[src/design/gcin_consts.svh]
/*
 * Offsets, field positions, reset values and timing figures of the gate
 * control block. Assumes a 100 MHz CORE_CLK.
 */
`ifndef GCIN_CONSTS_SVH
`define GCIN_CONSTS_SVH

// Register byte offsets
`define GCIN_REG_HOLD 8'h00
`define GCIN_REG_EMERG 8'h04
`define GCIN_REG_SMOKE 8'h08
`define GCIN_REG_CTRL 8'h0c
`define GCIN_REG_STATUS 8'h10

// Reset values, seconds except the control enable bit
`define GCIN_HOLD_RST 8'h0a
`define GCIN_EMERG_RST 8'h0a
`define GCIN_SMOKE_RST 8'h0a
`define GCIN_CTRL_RST 1'b1

// Field positions
`define GCIN_CTRL_ENABLE 0
`define GCIN_ST_FAULT_LSB 0
`define GCIN_ST_STATE_LSB 4
`define GCIN_ST_DIRLOCK 8
`define GCIN_ST_SMOKEALM 9

// Timing
`define GCIN_CLK_PERIOD_NS 10
`define GCIN_SEC_NS 1000000000
`define GCIN_BLINK_NS 250000000
`define GCIN_TRAVEL_S 8'd60
`define GCIN_PAUSE_PHASES 2'd3

`endif

[src/design/gcin_pkg.sv]
/*
 * Types of the gate control block.
 * Assumes gcin_consts.svh for the numeric constants.
 */
package gcin_pkg;

    typedef enum logic [3:0] {
        GCIN_ST_STOP = 4'b0001,
        GCIN_ST_UP = 4'b0010,
        GCIN_ST_DOWN = 4'b0100,
        GCIN_ST_WAIT = 4'b1000
    } gcin_state_e;

    typedef enum logic [1:0] {
        GCIN_TGT_OPEN = 2'h0,
        GCIN_TGT_MID1 = 2'h1,
        GCIN_TGT_SMOKE = 2'h2
    } gcin_target_e;

    typedef enum logic [2:0] {
        GCIN_FC_NONE = 3'h0,
        GCIN_FC_ENCODER_LINK = 3'h1,
        GCIN_FC_TRAVEL_TIMEOUT = 3'h2,
        GCIN_FC_DIRECTION = 3'h3,
        GCIN_FC_NONVOLATILE_MEMORY = 3'h4,
        GCIN_FC_ENCODER_CHECKSUM = 3'h5,
        GCIN_FC_SAFETY_END_POSITION = 3'h6,
        GCIN_FC_CALIBRATION = 3'h7
    } gcin_fault_e;

    // Pin inputs, high = contact tied to the common +24 V terminal
    typedef struct packed {
        logic step;
        logic pull;
        logic emerg;
        logic open_in;
        logic close_in;
        logic stop_nc;
        logic upper_nc;
        logic lower_nc;
        logic upper_present;
        logic lower_present;
        logic ose_trip;
        logic ose_present;
        logic reset_in;
        logic lock_in;
        logic fire_alarm_nc;
        logic smoke_trip;
        logic key_open;
        logic key_close;
        logic key_stop;
        logic key_locked;
    } gcin_pins_s;

    // Status coming from the encoder and the power section
    typedef struct packed {
        logic link_ok;
        logic csum_ok;
        logic safety_passed;
        logic dir_wrong;
        logic nvm_bad;
        logic calib_bad;
        logic at_open;
        logic at_mid1;
        logic at_smoke;
        logic at_closed;
        logic mains_ok;
        logic batt_ok;
        logic safe_end_disc;
        logic brake_act;
    } gcin_plant_s;

    typedef struct packed {
        logic motor_up;
        logic motor_down;
        logic alarm_close;
        logic [2:0] fault;
        logic rel_mains;
        logic rel_batt;
        logic rel_safe_end;
        logic rel_brake;
        logic rel_mid1;
        logic rel_open;
        logic rel_closed;
        logic led_active;
        logic led_ose;
        logic led_safety;
    } gcin_out_s;

endpackage

[src/design/gcin_top.sv]
/*
 * Gate controller core: input handling, movement sequencing, fault code,
 * status relays and keypad LEDs, with a classic Wishbone register slave.
 * Assumes pins and plant status arrive asynchronously; DIP switches are static.
 */
`timescale 1ns/1ns
`include "gcin_consts.svh"

// What this block does
// - Encoder link loss shows link fault code
// - Travel timeout stops, shows code, command clears
// - Direction fault: keypad only, after relock
// - Memory inconsistency flagged, cleared by restart
// - Encoder checksum failure shows checksum code
// - Passed safety end shows its code
// - Missing or bad calibration shows code
// - Inputs active when tied to +24V
// - Step input advances stop/up/stop/down sequence
// - Pull opens, closes after hold if safe
// - Emergency in alarm opens mid1, alarm-closes
// - Upper sensor stops closing, except alarm closing
// - Reset input restarts; lock clears detector alarm
// - Relays for mains, battery, safety ends, brake
// - Relays for mid1, opened, closed positions
// - Smoke trip opens to smoke position, recloses
// - Activity LED steady when active, flashes moving
// - Edge LED flashes on trip or absence
// - Sensor LED flashes on trip or absence
// - One flash lower, two upper, alternate
module gcin_top #(
    parameter int unsigned SEC_CYCLES = `GCIN_SEC_NS / `GCIN_CLK_PERIOD_NS,
    parameter int unsigned BLINK_CYCLES = `GCIN_BLINK_NS / `GCIN_CLK_PERIOD_NS
) (
    input wire logic CORE_CLK,
    input wire logic SYS_RST,
    input wire logic WB_CYC_I,
    input wire logic WB_STB_I,
    input wire logic WB_WE_I,
    input wire logic [7:0] WB_ADR_I,
    input wire logic [31:0] WB_DAT_I,
    input wire logic [3:0] WB_SEL_I,
    output logic [31:0] WB_DAT_O,
    output logic WB_ACK_O,
    input wire gcin_pkg::gcin_pins_s PINS,
    input wire gcin_pkg::gcin_plant_s PLANT,
    input wire logic [8:1] DIP,
    output gcin_pkg::gcin_out_s OUTS
);
    import gcin_pkg::*;

    if (SEC_CYCLES < 2 || BLINK_CYCLES < 2) begin : g_bad_ticks
        $error("gcin_top: tick periods must be at least 2 cycles");
    end

    localparam int PW = $bits(gcin_pins_s) + $bits(gcin_plant_s);

    ////////////////////////////////////////////////////////////////////////
    // Input synchronisers and edges
    logic [PW-1:0] sync1_ff, sync2_ff, prev_ff;
    logic [8:1] dip1_ff, dip_ff;
    gcin_pins_s pn, pp;
    gcin_plant_s pl;

    always_ff @(posedge CORE_CLK or posedge SYS_RST) begin
        if (SYS_RST) begin
            sync1_ff <= '0;
            sync2_ff <= '0;
            prev_ff <= '0;
            dip1_ff <= '0;
            dip_ff <= '0;
        end else begin
            sync1_ff <= {PINS, PLANT};
            sync2_ff <= sync1_ff;
            prev_ff <= sync2_ff;
            dip1_ff <= DIP;
            dip_ff <= dip1_ff;
        end
    end

    always_comb begin
        {pn, pl} = sync2_ff;
        pp = gcin_pins_s'(prev_ff[PW-1 -: $bits(gcin_pins_s)]);
    end

    // High level means the contact is tied to +24 V
    gcin_pins_s rise;
    assign rise = pn & ~pp;

    ////////////////////////////////////////////////////////////////////////
    // Second and blink ticks
    logic [31:0] sec_cnt_ff, nxt_sec_cnt, blk_cnt_ff, nxt_blk_cnt;
    logic blink_ff, nxt_blink, sec_tick, blk_tick;

    always_comb begin
        sec_tick = (sec_cnt_ff == 32'(SEC_CYCLES - 1));
        blk_tick = (blk_cnt_ff == 32'(BLINK_CYCLES - 1));
        nxt_sec_cnt = sec_tick ? 32'h0 : sec_cnt_ff + 32'h1;
        nxt_blk_cnt = blk_tick ? 32'h0 : blk_cnt_ff + 32'h1;
        nxt_blink = blk_tick ? ~blink_ff : blink_ff;
    end

    always_ff @(posedge CORE_CLK or posedge SYS_RST) begin
        if (SYS_RST) begin
            sec_cnt_ff <= '0;
            blk_cnt_ff <= '0;
            blink_ff <= 1'b0;
        end else begin
            sec_cnt_ff <= nxt_sec_cnt;
            blk_cnt_ff <= nxt_blk_cnt;
            blink_ff <= nxt_blink;
        end
    end

    ////////////////////////////////////////////////////////////////////////
    // Wishbone register slave
    logic [7:0] hold_ff, nxt_hold, emerg_ff, nxt_emerg, smoke_ff, nxt_smoke;
    logic enable_ff, nxt_enable, ack_ff, nxt_ack;
    logic [31:0] rdat_ff, nxt_rdat, status;
    logic wr;
    gcin_state_e st_ff;
    gcin_fault_e fault;
    logic dir_lock_ff, smoke_alarm_ff;

    always_comb begin
        status = '0;
        status[`GCIN_ST_FAULT_LSB +: 3] = fault;
        status[`GCIN_ST_STATE_LSB +: 4] = st_ff;
        status[`GCIN_ST_DIRLOCK] = dir_lock_ff;
        status[`GCIN_ST_SMOKEALM] = smoke_alarm_ff;
        nxt_ack = WB_CYC_I & WB_STB_I & ~ack_ff;
        wr = nxt_ack & WB_WE_I & WB_SEL_I[0];
        nxt_hold = hold_ff;
        nxt_emerg = emerg_ff;
        nxt_smoke = smoke_ff;
        nxt_enable = enable_ff;
        if (wr) begin
            case (WB_ADR_I)
                `GCIN_REG_HOLD: nxt_hold = WB_DAT_I[7:0];
                `GCIN_REG_EMERG: nxt_emerg = WB_DAT_I[7:0];
                `GCIN_REG_SMOKE: nxt_smoke = WB_DAT_I[7:0];
                `GCIN_REG_CTRL: nxt_enable = WB_DAT_I[`GCIN_CTRL_ENABLE];
                default: nxt_hold = hold_ff;
            endcase
        end
        case (WB_ADR_I)
            `GCIN_REG_HOLD: nxt_rdat = {24'h0, hold_ff};
            `GCIN_REG_EMERG: nxt_rdat = {24'h0, emerg_ff};
            `GCIN_REG_SMOKE: nxt_rdat = {24'h0, smoke_ff};
            `GCIN_REG_CTRL: nxt_rdat = {31'h0, enable_ff};
            `GCIN_REG_STATUS: nxt_rdat = status;
            default: nxt_rdat = 32'h0;
        endcase
        if (!nxt_ack) begin
            nxt_rdat = 32'h0;
        end
    end

    always_ff @(posedge CORE_CLK or posedge SYS_RST) begin
        if (SYS_RST) begin
            hold_ff <= `GCIN_HOLD_RST;
            emerg_ff <= `GCIN_EMERG_RST;
            smoke_ff <= `GCIN_SMOKE_RST;
            enable_ff <= `GCIN_CTRL_RST;
            ack_ff <= 1'b0;
            rdat_ff <= '0;
        end else begin
            hold_ff <= nxt_hold;
            emerg_ff <= nxt_emerg;
            smoke_ff <= nxt_smoke;
            enable_ff <= nxt_enable;
            ack_ff <= nxt_ack;
            rdat_ff <= nxt_rdat;
        end
    end

    assign WB_ACK_O = ack_ff;
    assign WB_DAT_O = rdat_ff;

    ////////////////////////////////////////////////////////////////////////
    // Movement sequencer and faults
    gcin_state_e nxt_st;
    gcin_target_e tgt_ff, nxt_tgt;
    logic [7:0] tmr_ff, nxt_tmr, wait_ff, nxt_wait;
    logic last_up_ff, nxt_last_up, aclose_ff, nxt_aclose;
    logic tout_ff, nxt_tout, nxt_dir_lock, nvm_ff, nxt_nvm;
    logic relock_ff, nxt_relock, nxt_smoke_alarm, c_pull_pend_ff;
    logic ext_ok, key_ok, fire, reached, safe_close, restart;
    logic c_open, c_close, c_stop, c_step, c_pull, c_emerg, c_smoke, c_move;

    always_comb begin
        fire = ~pn.fire_alarm_nc;
        restart = rise.reset_in;
        ext_ok = enable_ff & ~dir_lock_ff;
        key_ok = ~dir_lock_ff | relock_ff;
        c_pull = ext_ok & rise.pull;
        c_emerg = ext_ok & rise.emerg & fire;
        c_smoke = rise.smoke_trip & ~dir_lock_ff;
        c_step = ext_ok & rise.step;
        c_open = (key_ok & rise.key_open) | (ext_ok & rise.open_in) | c_pull;
        c_close = (key_ok & rise.key_close) | (ext_ok & rise.close_in);
        c_stop = (key_ok & rise.key_stop) | (ext_ok & ~pn.stop_nc);
        c_move = c_open | c_close | c_step | c_emerg | c_smoke;
        safe_close = pn.upper_nc & pn.lower_nc;
        case (tgt_ff)
            GCIN_TGT_MID1: reached = pl.at_mid1;
            GCIN_TGT_SMOKE: reached = pl.at_smoke;
            default: reached = pl.at_open;
        endcase

        nxt_st = st_ff;
        nxt_tgt = tgt_ff;
        nxt_tmr = (sec_tick && tmr_ff != 8'hff) ? tmr_ff + 8'h1 : tmr_ff;
        nxt_wait = (sec_tick && wait_ff != 8'h0) ? wait_ff - 8'h1 : wait_ff;
        nxt_last_up = last_up_ff;
        nxt_aclose = aclose_ff;
        nxt_tout = tout_ff & ~c_move;
        nxt_relock = relock_ff | (dir_lock_ff & pp.key_locked & ~pn.key_locked);
        nxt_dir_lock = dir_lock_ff;
        if (dir_lock_ff && relock_ff && (rise.key_open || rise.key_close)) begin
            nxt_dir_lock = 1'b0;
            nxt_relock = 1'b0;
        end
        nxt_nvm = nvm_ff & ~restart;
        nxt_smoke_alarm = smoke_alarm_ff & ~(rise.lock_in & smoke_alarm_ff);

        if (c_stop) begin
            nxt_st = GCIN_ST_STOP;
            nxt_aclose = 1'b0;
        end else if (c_emerg || c_smoke || c_open) begin
            nxt_st = GCIN_ST_UP;
            nxt_tmr = 8'h0;
            nxt_aclose = c_emerg;
            nxt_tgt = c_emerg ? GCIN_TGT_MID1 : c_smoke ? GCIN_TGT_SMOKE : GCIN_TGT_OPEN;
            nxt_wait = c_emerg ? emerg_ff : c_smoke ? smoke_ff : hold_ff;
        end else if (c_close) begin
            nxt_st = GCIN_ST_DOWN;
            nxt_tmr = 8'h0;
        end else if (c_step) begin
            nxt_tmr = 8'h0;
            nxt_tgt = GCIN_TGT_OPEN;
            if (st_ff == GCIN_ST_UP || st_ff == GCIN_ST_DOWN) begin
                nxt_st = GCIN_ST_STOP;
            end else if (last_up_ff) begin
                nxt_st = GCIN_ST_DOWN;
            end else begin
                nxt_st = GCIN_ST_UP;
            end
        end else begin
            case (st_ff)
                GCIN_ST_UP: begin
                    nxt_last_up = 1'b1;
                    if (reached) begin
                        // Pull, emergency and smoke openings close again later
                        nxt_st = (c_pull_pend_ff) ? GCIN_ST_WAIT : GCIN_ST_STOP;
                        // Hold time runs from arrival, not from the command
                        nxt_wait = (tgt_ff == GCIN_TGT_MID1) ? emerg_ff :
                            (tgt_ff == GCIN_TGT_SMOKE) ? smoke_ff : hold_ff;
                    end
                end
                GCIN_ST_DOWN: begin
                    nxt_last_up = 1'b0;
                    if (pl.at_closed) begin
                        nxt_st = GCIN_ST_STOP;
                        nxt_aclose = 1'b0;
                    end else if (!safe_close && !aclose_ff) begin
                        nxt_st = GCIN_ST_STOP;
                    end
                end
                GCIN_ST_WAIT: begin
                    if (wait_ff == 8'h0 && (safe_close || aclose_ff)) begin
                        nxt_st = GCIN_ST_DOWN;
                        nxt_tmr = 8'h0;
                    end
                end
                default: nxt_st = GCIN_ST_STOP;
            endcase
        end

        // No closing start while a sensor is tripped, except alarm closing
        if (nxt_st == GCIN_ST_DOWN && !safe_close && !nxt_aclose) begin
            nxt_st = GCIN_ST_STOP;
        end
        if ((st_ff == GCIN_ST_UP || st_ff == GCIN_ST_DOWN) && tmr_ff >= `GCIN_TRAVEL_S
            && nxt_st != GCIN_ST_STOP) begin
            nxt_st = GCIN_ST_STOP;
            nxt_tout = 1'b1;
        end
        if (pl.dir_wrong) begin
            nxt_st = GCIN_ST_STOP;
            nxt_dir_lock = 1'b1;
            nxt_relock = 1'b0;
        end
        if (restart) begin
            nxt_st = GCIN_ST_STOP;
            // A timeout raised in this very cycle survives the restart
            nxt_tout = nxt_tout & ~tout_ff;
            nxt_aclose = 1'b0;
            if (!pl.dir_wrong) begin
                nxt_dir_lock = 1'b0;
            end
        end
        if (pl.nvm_bad) begin
            nxt_nvm = 1'b1;
        end
        if (rise.smoke_trip) begin
            nxt_smoke_alarm = 1'b1;
        end
    end

    // Remembers that the current opening is one that closes by itself
    logic nxt_pull_pend;
    always_comb begin
        nxt_pull_pend = c_pull_pend_ff;
        if (c_pull || c_emerg || c_smoke) begin
            nxt_pull_pend = 1'b1;
        end else if (c_open || c_close || c_step || c_stop || restart) begin
            nxt_pull_pend = 1'b0;
        end
    end

    always_ff @(posedge CORE_CLK or posedge SYS_RST) begin
        if (SYS_RST) begin
            st_ff <= GCIN_ST_STOP;
            tgt_ff <= GCIN_TGT_OPEN;
            tmr_ff <= '0;
            wait_ff <= '0;
            last_up_ff <= 1'b0;
            aclose_ff <= 1'b0;
            tout_ff <= 1'b0;
            dir_lock_ff <= 1'b0;
            relock_ff <= 1'b0;
            nvm_ff <= 1'b0;
            smoke_alarm_ff <= 1'b0;
            c_pull_pend_ff <= 1'b0;
        end else begin
            st_ff <= nxt_st;
            tgt_ff <= nxt_tgt;
            tmr_ff <= nxt_tmr;
            wait_ff <= nxt_wait;
            last_up_ff <= nxt_last_up;
            aclose_ff <= nxt_aclose;
            tout_ff <= nxt_tout;
            dir_lock_ff <= nxt_dir_lock;
            relock_ff <= nxt_relock;
            nvm_ff <= nxt_nvm;
            smoke_alarm_ff <= nxt_smoke_alarm;
            c_pull_pend_ff <= nxt_pull_pend;
        end
    end

    // Fault code shown on the display, highest priority first
    always_comb begin
        if (!pl.link_ok) begin
            fault = GCIN_FC_ENCODER_LINK;
        end else if (!pl.csum_ok) begin
            fault = GCIN_FC_ENCODER_CHECKSUM;
        end else if (dir_lock_ff) begin
            fault = GCIN_FC_DIRECTION;
        end else if (nvm_ff) begin
            fault = GCIN_FC_NONVOLATILE_MEMORY;
        end else if (pl.safety_passed) begin
            fault = GCIN_FC_SAFETY_END_POSITION;
        end else if (pl.calib_bad) begin
            fault = GCIN_FC_CALIBRATION;
        end else if (tout_ff) begin
            fault = GCIN_FC_TRAVEL_TIMEOUT;
        end else begin
            fault = GCIN_FC_NONE;
        end
    end

    ////////////////////////////////////////////////////////////////////////
    // Safety sensor flash-count sequencer
    logic lower_cond, upper_cond, ose_cond;
    logic grp_ff, nxt_grp, on_ff, nxt_on;
    logic [1:0] left_ff, nxt_left, gap_ff, nxt_gap;

    always_comb begin
        lower_cond = (pn.lower_present & ~pn.lower_nc) | (~pn.lower_present & ~dip_ff[1]);
        upper_cond = (pn.upper_present & ~pn.upper_nc) | (~pn.upper_present & ~dip_ff[2]);
        ose_cond = (pn.ose_trip | ~pn.ose_present) & dip_ff[8];
        nxt_grp = grp_ff;
        nxt_on = on_ff;
        nxt_left = left_ff;
        nxt_gap = gap_ff;
        if (blk_tick) begin
            if (left_ff == 2'h0) begin
                if (gap_ff != 2'h0) begin
                    nxt_gap = gap_ff - 2'h1;
                end else if ((grp_ff ? lower_cond : upper_cond)) begin
                    nxt_grp = ~grp_ff;
                    nxt_left = grp_ff ? 2'h1 : 2'h2;
                    nxt_on = 1'b1;
                end else if ((grp_ff ? upper_cond : lower_cond)) begin
                    nxt_left = grp_ff ? 2'h2 : 2'h1;
                    nxt_on = 1'b1;
                end
            end else if (on_ff) begin
                nxt_on = 1'b0;
                nxt_left = left_ff - 2'h1;
                if (left_ff == 2'h1) begin
                    nxt_gap = `GCIN_PAUSE_PHASES;
                end
            end else begin
                nxt_on = 1'b1;
            end
        end
    end

    always_ff @(posedge CORE_CLK or posedge SYS_RST) begin
        if (SYS_RST) begin
            grp_ff <= 1'b1;
            on_ff <= 1'b0;
            left_ff <= '0;
            gap_ff <= '0;
        end else begin
            grp_ff <= nxt_grp;
            on_ff <= nxt_on;
            left_ff <= nxt_left;
            gap_ff <= nxt_gap;
        end
    end

    ////////////////////////////////////////////////////////////////////////
    // Registered outputs
    gcin_out_s out_ff, nxt_out;
    logic moving;

    always_comb begin
        moving = (st_ff == GCIN_ST_UP) || (st_ff == GCIN_ST_DOWN);
        nxt_out.motor_up = (st_ff == GCIN_ST_UP);
        nxt_out.motor_down = (st_ff == GCIN_ST_DOWN);
        nxt_out.alarm_close = aclose_ff & (st_ff == GCIN_ST_DOWN);
        nxt_out.fault = fault;
        nxt_out.rel_mains = pl.mains_ok;
        nxt_out.rel_batt = pl.batt_ok;
        nxt_out.rel_safe_end = pl.safe_end_disc;
        nxt_out.rel_brake = pl.brake_act;
        nxt_out.rel_mid1 = pl.at_mid1;
        nxt_out.rel_open = pl.at_open;
        nxt_out.rel_closed = pl.at_closed;
        nxt_out.led_active = moving ? blink_ff : enable_ff;
        nxt_out.led_ose = ose_cond & blink_ff;
        nxt_out.led_safety = on_ff;
    end

    always_ff @(posedge CORE_CLK or posedge SYS_RST) begin
        if (SYS_RST) begin
            out_ff <= '0;
        end else begin
            out_ff <= nxt_out;
        end
    end

    assign OUTS = out_ff;

endmodule

[config.mk]
export PLATFORM = sky130hd
export DESIGN_NAME = gcin_top
export DESIGN_NICKNAME = d
export VERILOG_FILES = /design/src/design/gcin_pkg.sv /design/src/design/gcin_top.sv
export VERILOG_INCLUDE_DIRS = /design/src /design/src/design
export SDC_FILE = /design/constraint.sdc
export NUM_CORES = 1
export LEC_CHECK = 0
export ABC_AREA = 1
export BUFFER_PORTS_ARGS = -buffer_cell sky130_fd_sc_hd__buf_2
export CORE_MARGIN = 2
export CORE_UTILIZATION = 25
export CTS_BUF_LIST = sky130_fd_sc_hd__clkbuf_8
export DETAILED_ROUTE_END_ITERATION = 6
export GPL_ROUTABILITY_DRIVEN = 0
export PLACE_DENSITY = 0.53
export SKIP_CTS_REPAIR_TIMING = 1
export SYNTH_ARGS = -nofsm -noshare
export SYNTH_HDL_FRONTEND = slang
export SYNTH_SLANG_ARGS = --single-unit
export TNS_END_PERCENT = 30
[constraint.sdc]
create_clock -name CORE_CLK -period 10.62 [get_ports CORE_CLK]
set_input_delay 0.531 -clock CORE_CLK [delete_from_list [all_inputs] [get_ports CORE_CLK]]
set_output_delay 0.531 -clock CORE_CLK [all_outputs]
set_load 0.02 [all_outputs]
==> impl_metrics.env, run 1 <==
export IMPL_worstSetupPathType="flip-flop to flip-flop"
export IMPL_wirelength_um=24600
export IMPL_num_io_pins=140
export IMPL_crit_fanout=17
export IMPL_first_pass_iters=5
export IMPL_dp_hpwl_um=17700
export IMPL_h_tree_depth=2
export IMPL_critical_path_startpoint_type="flip-flop"
export IMPL_drive_above_1_share=0.153
export IMPL_final_cell_count_no_fill=1968
export IMPL_crit_path_start="tgt_ff[0]"
export IMPL_drcViolationCount=0
export IMPL_multi_input_area_mm2=0.00403
export IMPL_r2r_cells=11
export IMPL_hold_violations=0
export IMPL_ys_seq_area_frac=0.548
export IMPL_fin_worst_skew_ns=0.0363
export IMPL_synth_cell_type_count=46
export IMPL_grt_max_degree=101
export IMPL_tightest_slew_ns=0.871
export IMPL_ant_nets=0
export IMPL_portBuffers=85
export IMPL_cts_tree="built"
export IMPL_vias_per_cell=4.27
export IMPL_diodes=0
export IMPL_die_area_mm2=0.0454
export IMPL_place_area_mm2=0.0119
export IMPL_wl_met3_um=1400
export IMPL_gr_usage_all_layers=0.111
export IMPL_postLayoutCellArea_mm2=0.0129
export IMPL_placed_cells=1895
export IMPL_die_h_um=213
export IMPL_grt_pass1_vias=8129
export IMPL_period_needed_ns=2.40
export IMPL_drt_iter0_drc=515
export IMPL_power_total_mw=2.12
export IMPL_slew_viol_final=0
export IMPL_relSlewSlack=0.419
export IMPL_power_leakage_nw=6.19
export IMPL_ir_drop_mv=0.109
export IMPL_n_fill_cell=4528
export IMPL_syn_avg_cell_area_um2=8.78
export IMPL_clock_path_buffers=3
export IMPL_num_nets_final=1452
export IMPL_r2r_slack_ns=8.22
export IMPL_syn_cell_area_mm2=0.0109
export IMPL_setup_worst_path_end_class="flip-flop"
export IMPL_drt_met1_wl_um=11600
export IMPL_clock_sinks=239
export IMPL_ys_ff_latch=239
export IMPL_min_period_over_period=0.226
export IMPL_dp_slack_ns=8.26
export IMPL_routedWlPerCell_um=12.5
export IMPL_area_growth_pct=17.8
export IMPL_syn_inst=1245
export IMPL_cp_required_ns=11.07
export IMPL_root_buffer="clkbuf_8"
export IMPL_worst_slack_ns=8.22
export IMPL_clk_pin_slew_ns=0.06
export IMPL_fmax_mhz=417
export IMPL_r2r_start="tgt_ff[0]"
export IMPL_power_density_mw_per_mm2=165
export IMPL_die_w_um=213
export IMPL_register_area_mm2=0.00599
export IMPL_routed_top_layer="met4"
export IMPL_wl_met2_um=11000
export IMPL_core_area_mm2=0.0431
export IMPL_antenna_found_initial=0
export IMPL_rsz0062_at_grt="no"
export IMPL_cap_violations=0
export IMPL_cts_buffers=41
export IMPL_vias=8406
export IMPL_status="completed"
export IMPL_finalSetupViolCount=0
export IMPL_hold_path_class="input pin to flip-flop"
export IMPL_crit_path_end="wait_ff[4]"
export IMPL_arrival_ns=2.84
export IMPL_gr_total_overflow=0
export IMPL_start_util=0.254
export IMPL_yosysWarnings=0
export IMPL_fp_row_count=76
export IMPL_clk_latency_ns=0.57
export IMPL_grt_pass1_wl_um=40800
export IMPL_r2r_end="wait_ff[4]"
export IMPL_setup_tns_ns=0
per-stage QoR:
| step | hold WS [ns] | util |
|---|---|---|
| after floorplan | 0.331 | - |
| after global placement | 0.332 | 0.276 |
| after detailed placement | 0.335 | 0.276 |
| after CTS | 0.0208 | 0.299 |
| after global routing | 0.0355 | 0.299 |
| final | 0.0704 | 0.299 |
layout make-up:
class / instances / area share
flip-flops and latches: 239 / 0.465
multi-input cells: 797 / 0.313
clock buffers: 55 / 0.0588
well taps: 585 / 0.0568
inverters: 187 / 0.0552
repair buffers: 87 / 0.0342
clock inverters: 18 / 0.0171
layer usage:
layer,track usage,vias up
li1,-,4168
met1,0.150,4019
met2,0.173,176
met3,0.0268,43
met4,0.0408,0
met5,0,-
cell families (layout without fill, tap and decap cells):
| group | count (synthesis) | after routing | synth area share |
|---|---|---|---|
| compound gates | 151 | 151 | 0.0798 |
| flops | 239 | 239 | 0.548 |
| simple gates | 566 | 566 | 0.232 |
| buf+inv | 230 | 347 | 0.0905 |
| fa+ha+maj | 8 | 8 | 0.00916 |
| other cells | 1 | 22 | 0.000343 |
| xor+xnor | 50 | 50 | 0.0401 |
placed cells by master (no fill, tap or decap), types with 9 or more instances in the layout:
cell        n
a21oi_1    33
buf_2      85
nand4_1    35
nand2_1   254
clkbuf_8   55
nor2_2     13
inv_1     185
o21ai_0    75
dfrtp_1   230
nor3_1     46
xnor2_1    13
a211oi_1   11
nand3_1    55
conb_1     22
a31oi_1     9
xor2_1     37
nor2_1    127
dfstp_2     9
sequential cells by signal (all words and copies together), names as in the netlist, 2 cells and up:
signal      count
left_ff         2
wait_ff         8
blk_cnt_ff     32
tgt_ff          2
gap_ff          2
sync1_ff       34
prev_ff        19
st_ff           4
sync2_ff       34
emerg_ff        8
tmr_ff          8
sec_cnt_ff     32
dip_ff          3
OUTS            9
smoke_ff        8
dip1_ff         3
WB_DAT_O       10
hold_ff         8
worst min-delay path by stage:
stage,start,endpoint,cells after the start,slack [ns]
detailed placement,dip1_ff[1],dip_ff[1],0,0.33
global route,PINS[6],sync1_ff[20],1,0.04
CTS,PINS[10],sync1_ff[24],1,0.02
global placement,sync2_ff[3],prev_ff[3],0,0.33
finish,PINS[17],sync1_ff[31],1,0.07
floorplan,dip1_ff[1],dip_ff[1],0,0.33
synth_stat cells (all sizes together):
library cell / number / area, um^2
clkinv: 1 / 5.00
xnor2: 13 / 114
ha: 8 / 100
nor4: 8 / 50.1
a31oi: 10 / 77.6
conb: 1 / 3.75
o21bai: 5 / 37.5
o221ai: 2 / 17.5
o22ai: 4 / 25.0
a21boi: 1 / 7.51
o211ai: 1 / 7.51
o21ai: 76 / 384
nor4b: 1 / 8.76
a41oi: 1 / 8.76
xor2: 37 / 324
nand4: 36 / 231
clkbuf: 8 / 30.0
a21oi: 34 / 174
buf: 35 / 257
nand2: 260 / 991
dfrtp: 230 / 5760
o21a: 1 / 7.51
a211oi: 11 / 82.6
dfstp: 9 / 236
nor3: 51 / 280
nor2: 143 / 592
a31o: 1 / 8.76
a22oi: 1 / 7.51
nand3: 63 / 355
nand3b: 1 / 7.51
a221oi: 3 / 26.3
and3: 1 / 6.26
nor3b: 2 / 15.0
inv: 186 / 698
critical path, stage by stage, from the launching register on:
cell and delay (ns):
dfrtp_1 0.39, inv_1 0.06, ha_1 0.54, nand2_1 0.11, nand3b_1 0.10, nand2_1 0.10
inv_1 0.10, nand4_2 0.26, inv_1 0.32, nand2_1 0.11, nand3_1 0.11, a21oi_1 0.07
power breakdown:
part / internal (mW) / switching [mW] / total (mW)
sequential: 0.946 / 0.0205 / 0.967
combinational: 0.0598 / 0.122 / 0.182
clock: 0.587 / 0.389 / 0.976
Power figures use the tool's default switching activity.
==> run 2, diff against run 1 <==
clock period = 2.3 ns   (was 10.62 ns; I/O delays follow)
==> run 2 against run 1 <==
Against the previous run: non-clock buffer count increased by 67; clock power rose to 4.1 times the previous value; critical path type is now input pin to flip-flop; total power grew to 4.4 times the previous value; global-route usage shrank 0.16 points.
==> impl_metrics.env, run 2 (synthesized netlist as in run 1, its figures left out) <==
export IMPL_final_cell_count_no_fill=2034
export IMPL_hold_path_class="input pin to flip-flop"
export IMPL_fin_worst_skew_ns=0.0259
export IMPL_fp_row_count=76
export IMPL_r2r_cells=11
export IMPL_cts_tree="built"
export IMPL_period_needed_ns=2.05
export IMPL_crit_slowest_cell="dlygate4sd3_1"
export IMPL_post_route_util=0.312
export IMPL_clk_latency_ns=0.59
export IMPL_worstSetupPathType="input pin to flip-flop"
export IMPL_num_nets_final=1519
export IMPL_final_common_cell="nand2_1"
export IMPL_crit_fanout=4
export IMPL_cap_violations=0
export IMPL_diodes=0
export IMPL_drive_above_1_share=0.147
export IMPL_status="completed"
export IMPL_relSlewSlack=0.466
export IMPL_clock_sinks=239
export IMPL_die_area_mm2=0.0454
export IMPL_start_util=0.254
export IMPL_gr_total_overflow=0
export IMPL_holdPathStages=5
export IMPL_timing_critical_path_mode_cell="dlygate4sd3_1"
export IMPL_cts_buffers=41
export IMPL_finalSetupViolCount=0
export IMPL_setup_worst_path_end_class="flip-flop"
export IMPL_layout_common_cells="254 x nand2_1, 230 x dfrtp_1, 191 x inv_1"
export IMPL_slew_viol_final=0
export IMPL_postLayoutCellArea_mm2=0.0134
export IMPL_rsz0062_at_grt="no"
export IMPL_die_h_um=213
export IMPL_worst_slack_ns=0.252
export IMPL_place_area_mm2=0.0120
export IMPL_path_buf_inv=4
export IMPL_die_w_um=213
export IMPL_grt_pass1_vias=8070
export IMPL_crit_family="buffers and inverters"
export IMPL_drcViolationCount=0
export IMPL_ir_drop_mv=0.467
export IMPL_grt_max_degree=93
export IMPL_arrival_ns=2.56
export IMPL_fmax_mhz=488
export IMPL_area_growth_pct=22.8
export IMPL_vias=8668
export IMPL_vias_per_cell=4.26
export IMPL_cp_depth=8
export IMPL_power_leakage_nw=6.44
export IMPL_dp_hpwl_um=17800
export IMPL_cp_required_ns=2.81
export IMPL_grt_pass1_wl_um=40400
export IMPL_critical_path_startpoint_type="input pin"
export IMPL_power_total_mw=9.35
export IMPL_placed_cells=1904
export IMPL_gr_usage_all_layers=0.110
export IMPL_hold_violations=0
export IMPL_root_buffer="clkbuf_8"
export IMPL_ant_nets=0
export IMPL_core_area_mm2=0.0431
export IMPL_top_regs="sync1_ff: 34 flops, sync2_ff: 34 flops"
export IMPL_crit_path_cell_trace="dlygate4sd3_1 -> buf_2 -> nand2_1 -> dlygate4sd3_1 -> nor2_1 -> nand4_1 -> dlygate4sd3_1 -> a21oi_1"
export IMPL_clock_path_buffers=3
export IMPL_dp_slack_ns=0.254
export IMPL_min_period_over_period=0.890
export IMPL_antenna_found_initial=0
export IMPL_drt_iter0_drc=530
export IMPL_clk_pin_slew_ns=0.06
export IMPL_tightest_slew_ns=0.800
export IMPL_routedWlPerCell_um=12.5
export IMPL_num_io_pins=140
export IMPL_wirelength_um=25400
export IMPL_first_pass_iters=5
export IMPL_portBuffers=85
export IMPL_power_density_mw_per_mm2=697
export IMPL_cp_slowest_stage_delay_ns=0.62
export IMPL_h_tree_depth=2
[run 2: power by group]
part           leakage [nW]  switching, mW  internal (mW)
clock network         0.483           1.78           2.18
logic                  2.93          0.564          0.353
registers              3.02         0.0991           4.37
total                  6.44           2.45           6.90
[run 2: layout make-up]
cell class                      count  area, um^2
Inverter                          187         707
Clock inverter                     23         174
Multi-Input combinational cell    797        4030
Sequential cell                   239        5990
Fill cell                        4471       29700
Tap cell                          585         732
Clock buffer                       49         674
Timing Repair Buffer              154        1110
[run 2: worst min-delay path: stages]
cell	delay (ns)
buf_2	0.10
nand2_1	0.05
nor2_1	0.04
inv_1	0.17
nor2_1	0.07
[run 2: final timing paths]
kind	slack, ns	from	end
min	0.006	WB_CYC_I	WB_DAT_O[4]
max in group asynchronous	1.32	SYS_RST	prev_ff[3]
max	0.25	WB_WE_I	enable_ff
min reg2reg	0.33	sync1_ff[7]	sync2_ff[7]
min in group asynchronous	0.25	SYS_RST	dip1_ff[1]
max reg2reg	0.27	enable_ff	st_ff[1]
[run 2: through the flow]
step                setup TNS (ns)  hold slack, ns
CTS                              0          -0.391
global placement                 0           0.223
finish                           0         0.00616
global route                     0          0.0213
detailed placement               0           0.224
floorplan                  -217.66           0.146
[run 2: per-layer routing]
layer  wire length (um)  track usage  up-vias
li1                   -            -     4313
met2              11400        0.161      218
met4                688       0.0444        0
met1              11900        0.155     4087
met3               1350       0.0250       50
met5                  0            0        -
==> run 3, diff against run 2 <==
clock period = 2.6 ns   (was 2.3 ns; I/O delays follow)
==> run 3 against run 2 <==
Against the previous run: clock power down 4%; clock-buffer cell count up 3; non-clock buffer count down 7; cell count down 0.15%; first-iteration DRC count up 4.2%; sequential share of layout area down 0.18 points; critical path depth up 3; setup slack better by 0.074 ns; sequential power down 12%; global-route usage down 0.085 points; largest power group unchanged; via count down 1.2%.
==> impl_metrics.env, run 3 (synthesized netlist as in run 1, its figures left out) <==
export IMPL_power_leakage_nw=6.44
export IMPL_ant_nets=0
export IMPL_top_regs="sync1_ff: 34 flops, sync2_ff: 34 flops"
export IMPL_combPwrFrac=0.095
export IMPL_seq_power_share=0.460
export IMPL_gr_usage_all_layers=0.109
export IMPL_fin_worst_skew_ns=0.0240
export IMPL_die_h_um=213
export IMPL_cap_violations=0
export IMPL_routedWlPerCell_um=12.3
export IMPL_arrival_ns=2.77
export IMPL_rsz0062_at_grt="no"
export IMPL_status="completed"
export IMPL_area_growth_pct=23.3
export IMPL_holdPathStages=6
export IMPL_power_switching_mw=2.17
export IMPL_cts_buffers=42
export IMPL_n_fill_cell=4543
export IMPL_post_route_util=0.313
export IMPL_clk_pin_slew_ns=0.06
export IMPL_num_io_pins=140
export IMPL_portBuffers=85
export IMPL_hold_violations=0
export IMPL_layout_common_cells="254 x nand2_1, 230 x dfrtp_1, 189 x inv_1"
export IMPL_drcViolationCount=0
export IMPL_cp_required_ns=3.09
export IMPL_grt_max_degree=91
export IMPL_grt_pass1_wl_um=40300
export IMPL_critical_path_startpoint_type="input pin"
export IMPL_power_density_mw_per_mm2=637
export IMPL_r2r_cells=10
export IMPL_fmax_mhz=440
export IMPL_power_total_mw=8.58
export IMPL_ir_drop_mv=0.359
export IMPL_vias_per_cell=4.22
export IMPL_grt_pass1_vias=8148
export IMPL_relSlewSlack=0.580
export IMPL_clk_latency_ns=0.57
export IMPL_die_area_mm2=0.0454
export IMPL_gr_total_overflow=0
export IMPL_place_area_mm2=0.0120
export IMPL_root_buffer="clkbuf_8"
export IMPL_p_clk_frac=0.445
export IMPL_die_w_um=213
export IMPL_period_needed_ns=2.27
export IMPL_antenna_found_initial=0
export IMPL_drive_above_1_share=0.149
export IMPL_clock_sinks=239
export IMPL_min_period_over_period=0.875
export IMPL_start_util=0.254
export IMPL_num_nets_final=1513
export IMPL_switching_share=0.253
export IMPL_vias=8564
export IMPL_postLayoutCellArea_mm2=0.0135
export IMPL_worstSetupPathType="input pin to flip-flop"
export IMPL_hold_path_class="input pin to flip-flop"
export IMPL_clock_path_buffers=3
export IMPL_cts_tree="built"
export IMPL_drt_iter0_drc=552
export IMPL_h_tree_depth=2
export IMPL_first_pass_iters=7
export IMPL_core_area_mm2=0.0431
export IMPL_final_common_cell="nand2_1"
export IMPL_diodes=0
export IMPL_fp_row_count=76
export IMPL_slew_viol_final=0
export IMPL_setup_worst_path_end_class="flip-flop"
export IMPL_dp_hpwl_um=17700
export IMPL_finalSetupViolCount=0
export IMPL_wirelength_um=25000
export IMPL_p_int_mw=6.41
export IMPL_crit_fanout=6
export IMPL_tightest_slew_ns=0.625
## run 3: power by group through the flow
stage / clock network [mW] / registers [mW] / logic (mW)
floorplan: 0 / 4.00 / 0.583
global placement: 0 / 4.02 / 0.751
detailed placement: 0 / 4.02 / 0.758
CTS: 3.98 / 3.95 / 0.762
global route: 4.16 / 3.97 / 0.930
finish: 3.82 / 3.95 / 0.812
## run 3: worst max-delay path, stage by stage
cell	delay [ns]
dlygate4sd3_1	0.52
buf_2	0.09
nand2_1	0.03
dlygate4sd3_1	0.54
nor2_1	0.13
inv_1	0.14
nor2_1	0.25
nand4_1	0.19
nor2_1	0.13
a21oi_1	0.05
dlygate4sd3_1	0.56
## run 3: per-stage QoR
stage | TNS (ns) | cells | hold WS [ns] | worst slack [ns]
after floorplan | -150.99 | 1266 | 0.161 | -0.656
after global placement | 0 | 1901 | 0.196 | 0.566
after detailed placement | 0 | 1901 | 0.199 | 0.551
after CTS | 0 | 1977 | -0.446 | 0.523
after global routing | 0 | 2031 | 0.0689 | 0.172
final | 0 | 2031 | 0.0678 | 0.326
## run 3: worst paths after layout
| check | slack [ns] | startpoint | to |
|---|---|---|---|
| setup / recovery | 0.33 | WB_STB_I | enable_ff |
| hold / removal | 0.07 | WB_ADR_I[6] | WB_DAT_O[1] |
| setup reg to reg | 0.52 | dir_lock_ff | st_ff[3] |
| hold reg to reg | 0.34 | sync1_ff[19] | sync2_ff[19] |
| max in group asynchronous | 1.61 | SYS_RST | smoke_ff[3] |
| min in group asynchronous | 0.15 | SYS_RST | OUTS[13] |
## run 3: layer usage
layer / vias to the layer above / track usage / wire length, um
met5: - / 0 / 0
met4: 0 / 0.0391 / 561
met3: 47 / 0.0282 / 1420
met2: 188 / 0.167 / 11300
met1: 4037 / 0.148 / 11700
li1: 4292 / - / -
## run 3: area by class of cell
| type | count | area [um^2] | area share |
|---|---|---|---|
| flip-flops and latches | 239 | 5990 | 0.445 |
| clock inverters | 24 | 236 | 0.0175 |
| clock buffers | 52 | 716 | 0.0531 |
| well taps | 585 | 732 | 0.0543 |
| multi-input cells | 797 | 4030 | 0.299 |
| repair buffers | 147 | 1060 | 0.0789 |
| inverters | 187 | 707 | 0.0525 |
